File: src/hdl/arb_pkg.sv
/*
  Constants shared by the pre-driver output access arbiter: sizes, register
  indices, grant field layout, reset values and control-set field positions.
  Assumes nothing of its surroundings.
*/
`default_nettype none
package arb_pkg;
  // Sizes
  localparam int N_CORES = 4;
  localparam int N_HS = 5;
  localparam int N_LS = 7;
  localparam int THR_W = 3;
  localparam int REG_W = 16;
  localparam int GRANT_W = N_HS + N_LS;

  // Register indices; the byte address on the bus is four times the index
  localparam logic [9:0] IDX_GRANT_C0_CH1 = 10'h184;
  localparam logic [9:0] IDX_GRANT_C1_CH1 = 10'h185;
  localparam logic [9:0] IDX_GRANT_C0_CH2 = 10'h186;
  localparam logic [9:0] IDX_GRANT_C1_CH2 = 10'h187;
  localparam logic [9:0] IDX_OUT_STATE = 10'h188;

  // Grant field layout inside each grant register
  localparam int GRANT_HS_LSB = 0;
  localparam int GRANT_LS_LSB = 5;

  // Grant reset values, core order chan1_core0 .. chan2_core1
  localparam logic [REG_W-1:0] RST_GRANT_C0_CH1 = 16'h0221;
  localparam logic [REG_W-1:0] RST_GRANT_C1_CH1 = 16'h0442;
  localparam logic [REG_W-1:0] RST_GRANT_C0_CH2 = 16'h0884;
  localparam logic [REG_W-1:0] RST_GRANT_C1_CH2 = 16'h0118;

  // Control set field positions; bit 0 is always the gate value
  localparam int F_GATE = 0;
  localparam int F_VDS_LSB = 1;
  localparam int F_FW = 4;
  localparam int F_EN_VDS = 5;
  localparam int F_SRC_LSB = 6;
  localparam int F_EN_SRC = 9;
  localparam int LS_SET_W = 6;
  localparam int HS_SET_W = 10;

  // Outputs that own a freewheel control
  localparam logic [N_LS-1:0] LS_FW_MASK = 7'h78;
  localparam logic [N_HS-1:0] HS_FW_MASK = 5'h10;
endpackage
`default_nettype wire

File: src/hdl/core_req_if.sv
/*
  Request bundle for one pre-driver output: one change request, its control
  set, grant and lock state per core, and the merged control set back.
  Assumes a single clock domain shared by all cores and the arbiter.
*/
`default_nettype none
interface core_req_if #(
  parameter int N = 4,
  parameter int W = 6
);
  logic [N-1:0] req;
  logic [N-1:0] grant;
  logic [N-1:0] locked;
  logic [N-1:0][W-1:0] data;
  logic [W-1:0] q;
  modport src (output req, output grant, output locked, output data, input q);
  modport merge (input req, input grant, input locked, input data, output q);
endinterface
`default_nettype wire

File: src/hdl/output_merge.sv
/*
  Merges the change requests of all cores for one output into one held
  control set. Assumes requests are single-cycle change strobes.
*/
`default_nettype none
module output_merge #(
  parameter int N = 4,
  parameter int W = 6
) (
  // Clock and reset
  input wire logic clk,
  input wire logic rst,
  // Core requests and merged set
  core_req_if.merge port
);
  logic win_valid;
  logic [$clog2(N)-1:0] win_idx;
  logic pulse_r;
  logic [W-1:0] set_r;

  // Refuse sizes that the winner index cannot serve
  if (N < 2 || W < 1) begin : g_bad_size
    $error("output_merge: unsupported size");
  end

  // Lowest index wins, so scan downward and let later hits override
  always_comb begin
    win_valid = 1'b0;
    win_idx = '0;
    for (int c = N - 1; c >= 0; c--) begin
      if (port.req[c] && port.grant[c]) begin
        win_valid = 1'b1;
        win_idx = c[$clog2(N)-1:0];
      end
    end
  end

  // Each accepted change is applied in its own cycle, so changes in different cycles all land in order
  always_ff @(posedge clk or posedge rst) begin
    if (rst) begin
      set_r <= '0;
    end else if (win_valid) begin
      set_r <= port.data[win_idx];
    end else if (pulse_r) begin
      set_r[0] <= 1'b0;
    end
  end

  // An unlocked core may hold the gate on for one cycle only
  always_ff @(posedge clk or posedge rst) begin
    if (rst) begin
      pulse_r <= 1'b0;
    end else begin
      pulse_r <= win_valid && !port.locked[win_idx] && port.data[win_idx][0];
    end
  end

  assign port.q = set_r;
endmodule // output_merge
`default_nettype wire

File: src/hdl/grant_regs.sv
/*
  APB slave holding the four grant registers and an output state readback.
  Assumes an APB master on the same clock; zero wait states.
*/
`default_nettype none
module grant_regs
  import arb_pkg::*;
(
  // Clock and reset
  input wire logic clk,
  input wire logic rst,
  // APB
  input wire logic psel,
  input wire logic penable,
  input wire logic pwrite,
  input wire logic [11:0] paddr,
  input wire logic [31:0] pwdata,
  output logic [31:0] prdata,
  output logic pready,
  output logic pslverr,
  // Block side
  output logic [N_CORES-1:0][GRANT_W-1:0] grant,
  input wire logic [GRANT_W-1:0] out_state
);
  localparam logic [N_CORES-1:0][REG_W-1:0] RST_GRANTS =
    {RST_GRANT_C1_CH2, RST_GRANT_C0_CH2, RST_GRANT_C1_CH1, RST_GRANT_C0_CH1};

  logic [N_CORES-1:0][GRANT_W-1:0] grant_r;
  logic [31:0] rdata_nxt;
  logic [31:0] prdata_r;
  logic hit;
  logic is_grant;
  logic [9:0] idx;
  logic [1:0] sel;

  assign idx = paddr[11:2];
  assign sel = 2'(idx - IDX_GRANT_C0_CH1);
  assign is_grant = (paddr[1:0] == 2'h0) && (idx >= IDX_GRANT_C0_CH1) && (idx <= IDX_GRANT_C1_CH2);
  assign hit = is_grant || ((paddr[1:0] == 2'h0) && (idx == IDX_OUT_STATE));

  // Read data is captured in the setup phase so prdata comes from a flop
  always_comb begin
    rdata_nxt = 32'h0;
    if (is_grant) begin
      rdata_nxt[GRANT_W-1:0] = grant_r[sel];
    end else if (hit) begin
      rdata_nxt[GRANT_W-1:0] = out_state;
    end
  end

  always_ff @(posedge clk or posedge rst) begin
    if (rst) begin
      prdata_r <= 32'h0;
    end else if (psel && !penable && !pwrite) begin
      prdata_r <= rdata_nxt;
    end
  end

  generate
    for (genvar c = 0; c < N_CORES; c++) begin : g_grant
      always_ff @(posedge clk or posedge rst) begin
        if (rst) begin
          grant_r[c] <= RST_GRANTS[c][GRANT_W-1:0];
        end else if (psel && penable && pwrite && is_grant && sel == 2'(c)) begin
          grant_r[c] <= pwdata[GRANT_W-1:0];
        end
      end
    end
  endgenerate

  assign grant = grant_r;
  assign prdata = prdata_r;
  assign pready = 1'b1;
  assign pslverr = psel && penable && !hit;
endmodule // grant_regs
`default_nettype wire

File: src/hdl/predriver_output_access_arbiter.sv
/*
  Merges gate-drive requests of four sequencer cores into one control set per
  high-side and low-side pre-driver output, gated by software grant registers.
  Assumes cores run on clk and issue one-cycle change requests; APB on clk.
*/
`default_nettype none

// Functional notes
// - Each low-side output gets a gate value, a 3-bit drain threshold, freewheel and drain-check enables.
// - Freewheel exists only on low-side outputs 4 to 7; the others drive it at zero.
// - Each high-side output gets a gate value, a 3-bit drain threshold and a 3-bit source threshold.
// - Of the high-side outputs only output 5 has freewheel.
// - Drain-check and, on high sides, source-check enables pass through to the coherency checker.
// - Each core presents seven low-side and five high-side request sets.
// - Requests of the four cores merge into one set per output, admitted only by the grant registers.
// - A grant bit at one lets its core drive every control of its output; at zero the core is ignored.
// - The four grant registers sit at consecutive indices from chan1_core0 to chan2_core1.
// - Same-cycle collisions go to chan1_core0, chan1_core1, chan2_core0, chan2_core1 in that order.
// - A switch-on from an unlocked core lasts one cycle, then the gate is forced off.
module predriver_output_access_arbiter
  import arb_pkg::*;
(
  // Clock and reset
  input wire logic clk,
  input wire logic rst,
  // APB register port
  input wire logic psel,
  input wire logic penable,
  input wire logic pwrite,
  input wire logic [11:0] paddr,
  input wire logic [31:0] pwdata,
  output logic [31:0] prdata,
  output logic pready,
  output logic pslverr,
  // Core lock state, core order chan1_core0 .. chan2_core1
  input wire logic [N_CORES-1:0] core_locked,
  // Low-side requests per core
  input wire logic [N_CORES-1:0][N_LS-1:0] ls_req,
  input wire logic [N_CORES-1:0][N_LS-1:0] ls_gate_in,
  input wire logic [N_CORES-1:0][N_LS-1:0][THR_W-1:0] ls_vds_thr_in,
  input wire logic [N_CORES-1:0][N_LS-1:0] ls_fw_in,
  input wire logic [N_CORES-1:0][N_LS-1:0] ls_en_vds_in,
  // High-side requests per core
  input wire logic [N_CORES-1:0][N_HS-1:0] hs_req,
  input wire logic [N_CORES-1:0][N_HS-1:0] hs_gate_in,
  input wire logic [N_CORES-1:0][N_HS-1:0][THR_W-1:0] hs_vds_thr_in,
  input wire logic [N_CORES-1:0][N_HS-1:0][THR_W-1:0] hs_src_thr_in,
  input wire logic [N_CORES-1:0][N_HS-1:0] hs_fw_in,
  input wire logic [N_CORES-1:0][N_HS-1:0] hs_en_vds_in,
  input wire logic [N_CORES-1:0][N_HS-1:0] hs_en_src_in,
  // Low-side pre-driver controls
  output logic [N_LS-1:0] ls_gate,
  output logic [N_LS-1:0][THR_W-1:0] ls_vds_thr,
  output logic [N_LS-1:0] ls_fw,
  output logic [N_LS-1:0] ls_en_vds,
  // High-side pre-driver controls
  output logic [N_HS-1:0] hs_gate,
  output logic [N_HS-1:0][THR_W-1:0] hs_vds_thr,
  output logic [N_HS-1:0][THR_W-1:0] hs_src_thr,
  output logic [N_HS-1:0] hs_fw,
  output logic [N_HS-1:0] hs_en_vds,
  output logic [N_HS-1:0] hs_en_src
);
  logic [N_CORES-1:0][GRANT_W-1:0] grant;
  logic [GRANT_W-1:0] out_state;

  // The priority order and grant layout only fit four cores and one register word
  if (N_CORES != 4 || GRANT_W > REG_W) begin : g_bad_size
    $error("arbiter: unsupported sizes");
  end

  grant_regs u_regs (
    .clk(clk),
    .rst(rst),
    .psel(psel),
    .penable(penable),
    .pwrite(pwrite),
    .paddr(paddr),
    .pwdata(pwdata),
    .prdata(prdata),
    .pready(pready),
    .pslverr(pslverr),
    .grant(grant),
    .out_state(out_state)
  );

  // Readback of the live gate values lets software see what the cores drive
  assign out_state = {ls_gate, hs_gate};

  // Low-side outputs
  generate
    for (genvar o = 0; o < N_LS; o++) begin : g_ls
      core_req_if #(.N(N_CORES), .W(LS_SET_W)) lsif ();
      for (genvar c = 0; c < N_CORES; c++) begin : g_core
        assign lsif.req[c] = ls_req[c][o];
        assign lsif.grant[c] = grant[c][GRANT_LS_LSB + o];
        assign lsif.locked[c] = core_locked[c];
        assign lsif.data[c][F_GATE] = ls_gate_in[c][o];
        assign lsif.data[c][F_VDS_LSB +: THR_W] = ls_vds_thr_in[c][o];
        assign lsif.data[c][F_FW] = ls_fw_in[c][o] & LS_FW_MASK[o];
        assign lsif.data[c][F_EN_VDS] = ls_en_vds_in[c][o];
      end
      output_merge #(.N(N_CORES), .W(LS_SET_W)) u_merge (
        .clk(clk),
        .rst(rst),
        .port(lsif.merge)
      );
      assign ls_gate[o] = lsif.q[F_GATE];
      assign ls_vds_thr[o] = lsif.q[F_VDS_LSB +: THR_W];
      assign ls_fw[o] = lsif.q[F_FW];
      assign ls_en_vds[o] = lsif.q[F_EN_VDS];
    end
  endgenerate

  // High-side outputs
  generate
    for (genvar o = 0; o < N_HS; o++) begin : g_hs
      core_req_if #(.N(N_CORES), .W(HS_SET_W)) hsif ();
      for (genvar c = 0; c < N_CORES; c++) begin : g_core
        assign hsif.req[c] = hs_req[c][o];
        assign hsif.grant[c] = grant[c][GRANT_HS_LSB + o];
        assign hsif.locked[c] = core_locked[c];
        assign hsif.data[c][F_GATE] = hs_gate_in[c][o];
        assign hsif.data[c][F_VDS_LSB +: THR_W] = hs_vds_thr_in[c][o];
        assign hsif.data[c][F_FW] = hs_fw_in[c][o] & HS_FW_MASK[o];
        assign hsif.data[c][F_EN_VDS] = hs_en_vds_in[c][o];
        assign hsif.data[c][F_SRC_LSB +: THR_W] = hs_src_thr_in[c][o];
        assign hsif.data[c][F_EN_SRC] = hs_en_src_in[c][o];
      end
      output_merge #(.N(N_CORES), .W(HS_SET_W)) u_merge (
        .clk(clk),
        .rst(rst),
        .port(hsif.merge)
      );
      assign hs_gate[o] = hsif.q[F_GATE];
      assign hs_vds_thr[o] = hsif.q[F_VDS_LSB +: THR_W];
      assign hs_fw[o] = hsif.q[F_FW];
      assign hs_en_vds[o] = hsif.q[F_EN_VDS];
      assign hs_src_thr[o] = hsif.q[F_SRC_LSB +: THR_W];
      assign hs_en_src[o] = hsif.q[F_EN_SRC];
    end
  endgenerate
endmodule // predriver_output_access_arbiter
`default_nettype wire

File: config.mk
export PLATFORM = sky130hd
export DESIGN_NAME = predriver_output_access_arbiter
export DESIGN_NICKNAME = d
export VERILOG_FILES = /design/src/hdl/arb_pkg.sv /design/src/hdl/core_req_if.sv /design/src/hdl/output_merge.sv /design/src/hdl/grant_regs.sv /design/src/hdl/predriver_output_access_arbiter.sv
export SDC_FILE = /design/constraint.sdc
export NUM_CORES = 1
export LEC_CHECK = 0
export ABC_AREA = 1
export BUFFER_PORTS_ARGS = -buffer_cell sky130_fd_sc_hd__buf_2
export CORE_AREA = 2 2 229 231
export DETAILED_ROUTE_END_ITERATION = 6
export DIE_AREA = 0 0 231 233
export HOLD_SLACK_MARGIN = 0.12
export PLACE_DENSITY = 0.52
export SETUP_SLACK_MARGIN = 0.1
export SLEW_MARGIN = 20
export SYNTH_ARGS = -nofsm -noshare
export SYNTH_HDL_FRONTEND = slang
export SYNTH_SLANG_ARGS = --single-unit
File: constraint.sdc
create_clock -name clk -period 6.7 [get_ports clk]
set_input_delay 1.005 -clock clk [delete_from_list [all_inputs] [get_ports clk]]
set_output_delay 1.005 -clock clk [all_outputs]
set_load 0.05 [all_outputs]
## Word-level counts from Yosys, hierarchy flattened

Cells that the tools add are included.

| operators by class | value |
|---|---|
| add/subtract/negate cells | 1 |
| $lt $le $gt $ge | 15 |
| equal/unequal tests | 4 |
| muxes and demuxes | 172 |
| reductions and logical operators | 115 |

Operator list:

| cell | number |
|---|---|
| $bmux 10 s2 | 5 |
| $mux 2 | 48 |
| $logic_and 1x1->1 | 85 |
| $bmux 6 s2 | 7 |
| $mux 1 | 84 |
| $mux 10 | 5 |
| $mux 6 | 7 |
| $lt 2x3->1 const B | 13 |
| $mux 12 | 3 |
| $bmux 1 s2 | 12 |
| $bmux 12 s2 | 1 |
| $reduce_bool 2->1 | 12 |
| $logic_not 1->1 | 15 |
| $eq 10x9->1 const B | 1 |
| $ge 10x9->1 const B | 1 |
| $le 10x9->1 const B | 1 |
| $eq 2x2->1 const B | 2 |
| $logic_not 2->1 | 2 |
| $eq 2x1->1 const B | 1 |
| $sub 2x1->2 const B | 1 |
| $logic_or 1x1->1 | 1 |

| word-level totals | value |
|---|---|
| flip-flop bits (word level) | 164 |
| input bits | 469 |
| output and inout port bits | 126 |
| word-level logic and storage cells | 348 |

## Depth between registers and ports, before layout

| logic depth | value |
|---|---|
| depth in word-level cells | 10 |
| depth in mapped cells | 11 |

## Cells and area by module

A second synthesis with hierarchy kept.

| unflattened totals | value |
|---|---|
| cell total of the unflattened synthesis | 2125 |
| area total of the unflattened synthesis | 13659.4 um^2 |

By module, submodules not included:

| module | instances | cells each | area an instance (um^2) |
|---|---|---|---|
| output_merge at g_hs[0].u_merge ... | 5 | 180 | 1082.3 |
| output_merge at g_ls[0].u_merge ... | 7 | 110 | 706.9 |
| grant_regs | 1 | 454 | 3295.7 |
| predriver_output_access_arbiter | 1 | 1 | 3.8 |

## Least setup slack after synthesis

Ideal clock, no wire load.

| timing path | value |
|---|---|
| kind | input to output |
| from | input port paddr[9] |
| to | output port pslverr |
| data arrival time | 2.352 ns |
| path slack | 3.343 ns |
| stages | 8 |
| buffers on the path | 1 |
| cells stage by stage | inv_1 > nor2_1 > a21oi_2 > nor2_8 > nand2_4 > buf_2 > nand2_1 > nor2_1 |

| on the way | value |
|---|---|
| longest elaborated chain between the ends | 6 |
| elaborated cells on any way between the ends | 9 |
| classes of those cells | order compare (2); eq/ne (1); reduce/logical (6) |

RTL lines:

| item | RTL line | source |
|---|---|---|
| start, declared | predriver_output_access_arbiter.sv:30 | `input wire logic [11:0] paddr,` |
| $ge 10x9->1 | grant_regs.sv:38 | `assign is_grant = (paddr[1:0] == 2'h0) && (idx >= IDX_GRANT_C0_CH1) && (idx <= IDX_GRANT_C1_CH2);` |
| $logic_and 1x1->1 (2 in a row) | grant_regs.sv:38 |  |
| $logic_or 1x1->1 * | grant_regs.sv:39 | `assign hit = is_grant \|\| ((paddr[1:0] == 2'h0) && (idx == IDX_OUT_STATE));` |
| $logic_not 1->1 * | grant_regs.sv:74 | `assign pslverr = psel && penable && !hit;` |
| $logic_and 1x1->1 * | grant_regs.sv:74 |  |
| end, declared | predriver_output_access_arbiter.sv:34 | `output logic pslverr,` |

Mark *: on every way between the ends. The rest lies on a longest branch, timed or not.

## Worst setup path in the final report

| timing path | value |
|---|---|
| from | input port paddr[7] |
| to | output port pslverr |

The elaborated chain is that of the path after synthesis.

==> impl.org <==
** Outcome
- The run finished with clean final reports.

** Global route
- Global routing used between 20% and 30% of the available met1 tracks.
- Number of global-route vias before repair :: 13500
- The initial antenna violation count was 6.
- GRT Max-Usage Layer :: met2
- Entering global routing, the biggest net connects 61 pins.
- Met2 routing resource usage after global routing :: approximately 30%
- GRT overflow :: 0
- Across every metal layer, demand over resource in global routing totals 17.6%.
- First-pass GRT wire length :: 73000 um
- In the global route stage, met3 resource usage came out at under 10%.

** Logic synthesis
- Number of synthesis warnings :: 0
- Top cells by area, synth :: dfrtp_1 (31%), nand2_1 (27%), nand3_1 (20%)
- The synthesized netlist occupies a cell area of 11800 um^2.
- Counting every instance in the synthesized netlist gives 2017.
- Counting distinct cell types in the post-synthesis netlist gives 24.
- Of the post-synthesis cell area, the dominant cell type holds 30.7%.
- Syn_area_per_cell :: 5.85 um^2
- Count of state elements after synthesis :: roughly 160
- Summing the sequential cell areas from Yosys gives between 30 and 40% of the chip area.
- Largest area contributor in the netlist :: dfrtp_1

** Finish
- After filler insertion, the fill cell instance count of the layout stands at 5860.
- Area delta synth->final :: 30.9%
- Layout Nets :: a little under 3000
- Of the cells placed in the final design, the portion with a size suffix greater than 1 is between 20 and 25%.

** Pwr
- Across the VDD grid, the largest voltage drop is 0.000137 V.
- Power, Total :: 2630 uW
- For this design the ratio of total power to cell area is 170 nW/um^2.
- Leak pwr :: 0.0101 uW

** Route
- In the routed layout, each cell is associated on average with a via count of 4.46.
- After detailed routing, the average wire length per cell comes to 15.1 um.
- DR vias :: 14100
- Total iterations of the first detailed-routing run :: 5
- Drt initial violations :: 750
- For this run, design rule violations remaining after detail routing come to 0.
- For this block, the routed nets add up to around 48000 um of wire.
- In this run the remaining antenna-violating nets after routing total 0.

** Setup path
- Master of the slowest instance on the critical path :: nand2_1
- Path type of the worst setup path :: in2out
- Sequence of cells on the critical path :: buf_2 -> nor2_1 -> nand3_1 -> nand2_1 -> nand2_4 -> nand2_1 -> nor2_1 -> buf_2
- Element type at the critical path start :: input port
- Category of cells accounting for the largest share of critical-path delay :: simple AND/OR/NAND/NOR gates
- CP Max Fanout :: 17
- STA puts the critical path data arrival time at 2.79 ns.
- Across all register-to-register paths, the minimum setup slack is approximately 3.9 ns.
- Counting both buffers and inverters, the worst setup path holds a total of 2.
- The worst setup path is captured at an output port.
- In this design, the stage delay of the slowest critical-path cell is around 0.55 ns.
- CP Data Required Time :: 5.69 ns

** Die
- In this run the horizontal extent of the chip is between 200 and 250 um.
- Effective utilization at floorplan :: a little under a quarter
- 595 I/O pins were placed.
- Die Span Y :: 233 um
- Standard cell core area :: 51100 um^2
- Total Die Area :: 53800 um^2
- Rows :: just over 80

** CTS
- In this run the number of H-tree levels came out at 4.
- TritonCTS clock tree :: yes
- Clock tree synthesis inserted a total of 17 buffers.
- Clock sink count :: 157
- Number of buffers added to fix hold violations after cts :: 0
- Post-CTS repair changed the size of 0 cells.
- CTS placed an instance of clkbuf_16 at the clock tree root.
- Count of buffers added by post-CTS timing repair for setup :: 0
- Buffer levels on the longest clock path :: 2
- Clock latency on the worst-skew pair, taken at its later pin, is 0.48 ns.
- After clock tree synthesis, the clock-pin slew on the worst setup and hold paths is ~0.060 ns.

** STA
- Based on the critical path, the design can be clocked at up to roughly 260 MHz.
- Adding up every negative setup slack in the final design gives 0 ns.
- Final Max Tran Viols :: 0
- Setup violations remaining at the end of the flow were counted as 0.
- Tcrit/Tclk final :: 56.6%
- Measured against its own limit, the worst slew margin works out to 25.6%.
- Final Critical Period :: 3.79 ns
- Setup repair after global routing left no endpoint under its margin.
- At the pin with the least slew margin, the transition time is 1.11 ns.
- Clock tree skew after final layout :: 0.0133 ns
- Number of hold violations in the final report :: 0

** Hold path
- The min-delay analysis places its worst path in the category reg2reg.

** Flow run
- Max_cap viols :: 0

** Placed design
- Routability Congestion :: 0.924
- HPWL Detailed :: 36400 um
- Port buffering added 518 buffers.
## layout make-up
class | instances | area [um^2] | area share (%)
multi-input combinational | 1439 | 6140 | 39.8
sequential | 157 | 3940 | 25.5
timing repair buffer | 527 | 2670 | 17.3
inverter | 333 | 1250 | 8.12
tap | 680 | 851 | 5.51
clock buffer | 23 | 488 | 3.16
clock inverter | 9 | 85.1 | 0.551
antenna | 4 | 10.0 | 0.0648
## through the flow
step	std cells	hold slack (ns)	util, %	setup slack (ns)	area (um^2)
final	3172	0.472	30.2	2.91	15400
after detailed placement	3136	0.462	29.1	2.89	14900
after floorplan	2043	0.455	-	1.48	11900
after global routing	3170	0.491	30.2	2.79	15400
after CTS	3168	0.478	30.2	2.87	15400
after global placement	3135	0.460	29.1	2.90	14800
## cells in the final DEF (no fill, tap or decap), types with 4 or more instances in the layout
cell type    n
a21oi_1      5
a21oi_2      8
buf_2      518
buf_4        8
clkbuf_16   17
clkbuf_8     4
conb_1      28
dfrtp_1    145
dfstp_2     12
diode_2      4
inv_1      321
inv_2       10
nand2_1    840
nand3_1    482
nand4_1      4
nor2_1      57
nor2_4       5
## cell usage after synthesis (all sizes together)
cell type and number:
dfrtp 145, nand3b 3, nand3 482, nand2 843, buf 59, o21ai 2, conb 2, clkinv 1
clkbuf 55, inv 332, a21oi 13, dfstp 12, nor2 64, nand4 4
## worst register-to-register path, stage by stage (launching register included)
cell	delay (ns)
dfrtp_1	0.41
nand2_1	0.58
nand2_1	0.15
a21oi_1	0.74
inv_1	0.42
nand3_1	0.21
nand3_1	0.14
nor2_1	0.11
## layer usage
| layer | vias up | share of wire (%) |
|---|---|---|
| met5 | - | 0.090 |
| met4 | 8 | 2.8 |
| met3 | 70 | 6.7 |
| met2 | 444 | 48 |
| met1 | 6566 | 43 |
| li1 | 7052 | - |
## sequential cells by signal (all words and copies together), names as in the netlist
name,cells
g_hs.u_merge.port.q,46
g_ls.u_merge.port.q,39
u_regs.grant,48
u_regs.prdata,12
g_hs.u_merge.pulse_r,5
g_ls.u_merge.pulse_r,7
## path summary, 6_finish.rpt
check                                           from                         to  cells past startpoint
setup / recovery                            paddr[7]                    pslverr                      8
hold / removal             g_ls[3].u_merge.port.q[1]  g_ls[3].u_merge.port.q[1]                      2
setup reg to reg                     u_regs.grant[4]    g_hs[4].u_merge.pulse_r                      7
hold reg to reg            g_ls[3].u_merge.port.q[1]  g_ls[3].u_merge.port.q[1]                      2
max in group asynchronous                        rst    g_ls[4].u_merge.pulse_r                      3
min in group asynchronous                        rst  g_hs[2].u_merge.port.q[5]                      2
## kinds of logic after synthesis
kind of cell           share of synthesized area, %
and+or+nand+nor                                50.1
buffers and inverters                          15.5
DFF                                            33.4
AOI/OAI and AO/OA                             0.890
other                                        0.0636
## power by group
| part | switching, uW | total [uW] | leakage, uW | internal (uW) |
|---|---|---|---|---|
| Combinational | 426 | 612 | 0.00764 | 186 |
| Sequential | 36.4 | 1030 | 0.00213 | 998 |
| Clock | 432 | 981 | 0.000276 | 549 |
Note: power is estimated with default switching activity, not from simulation.
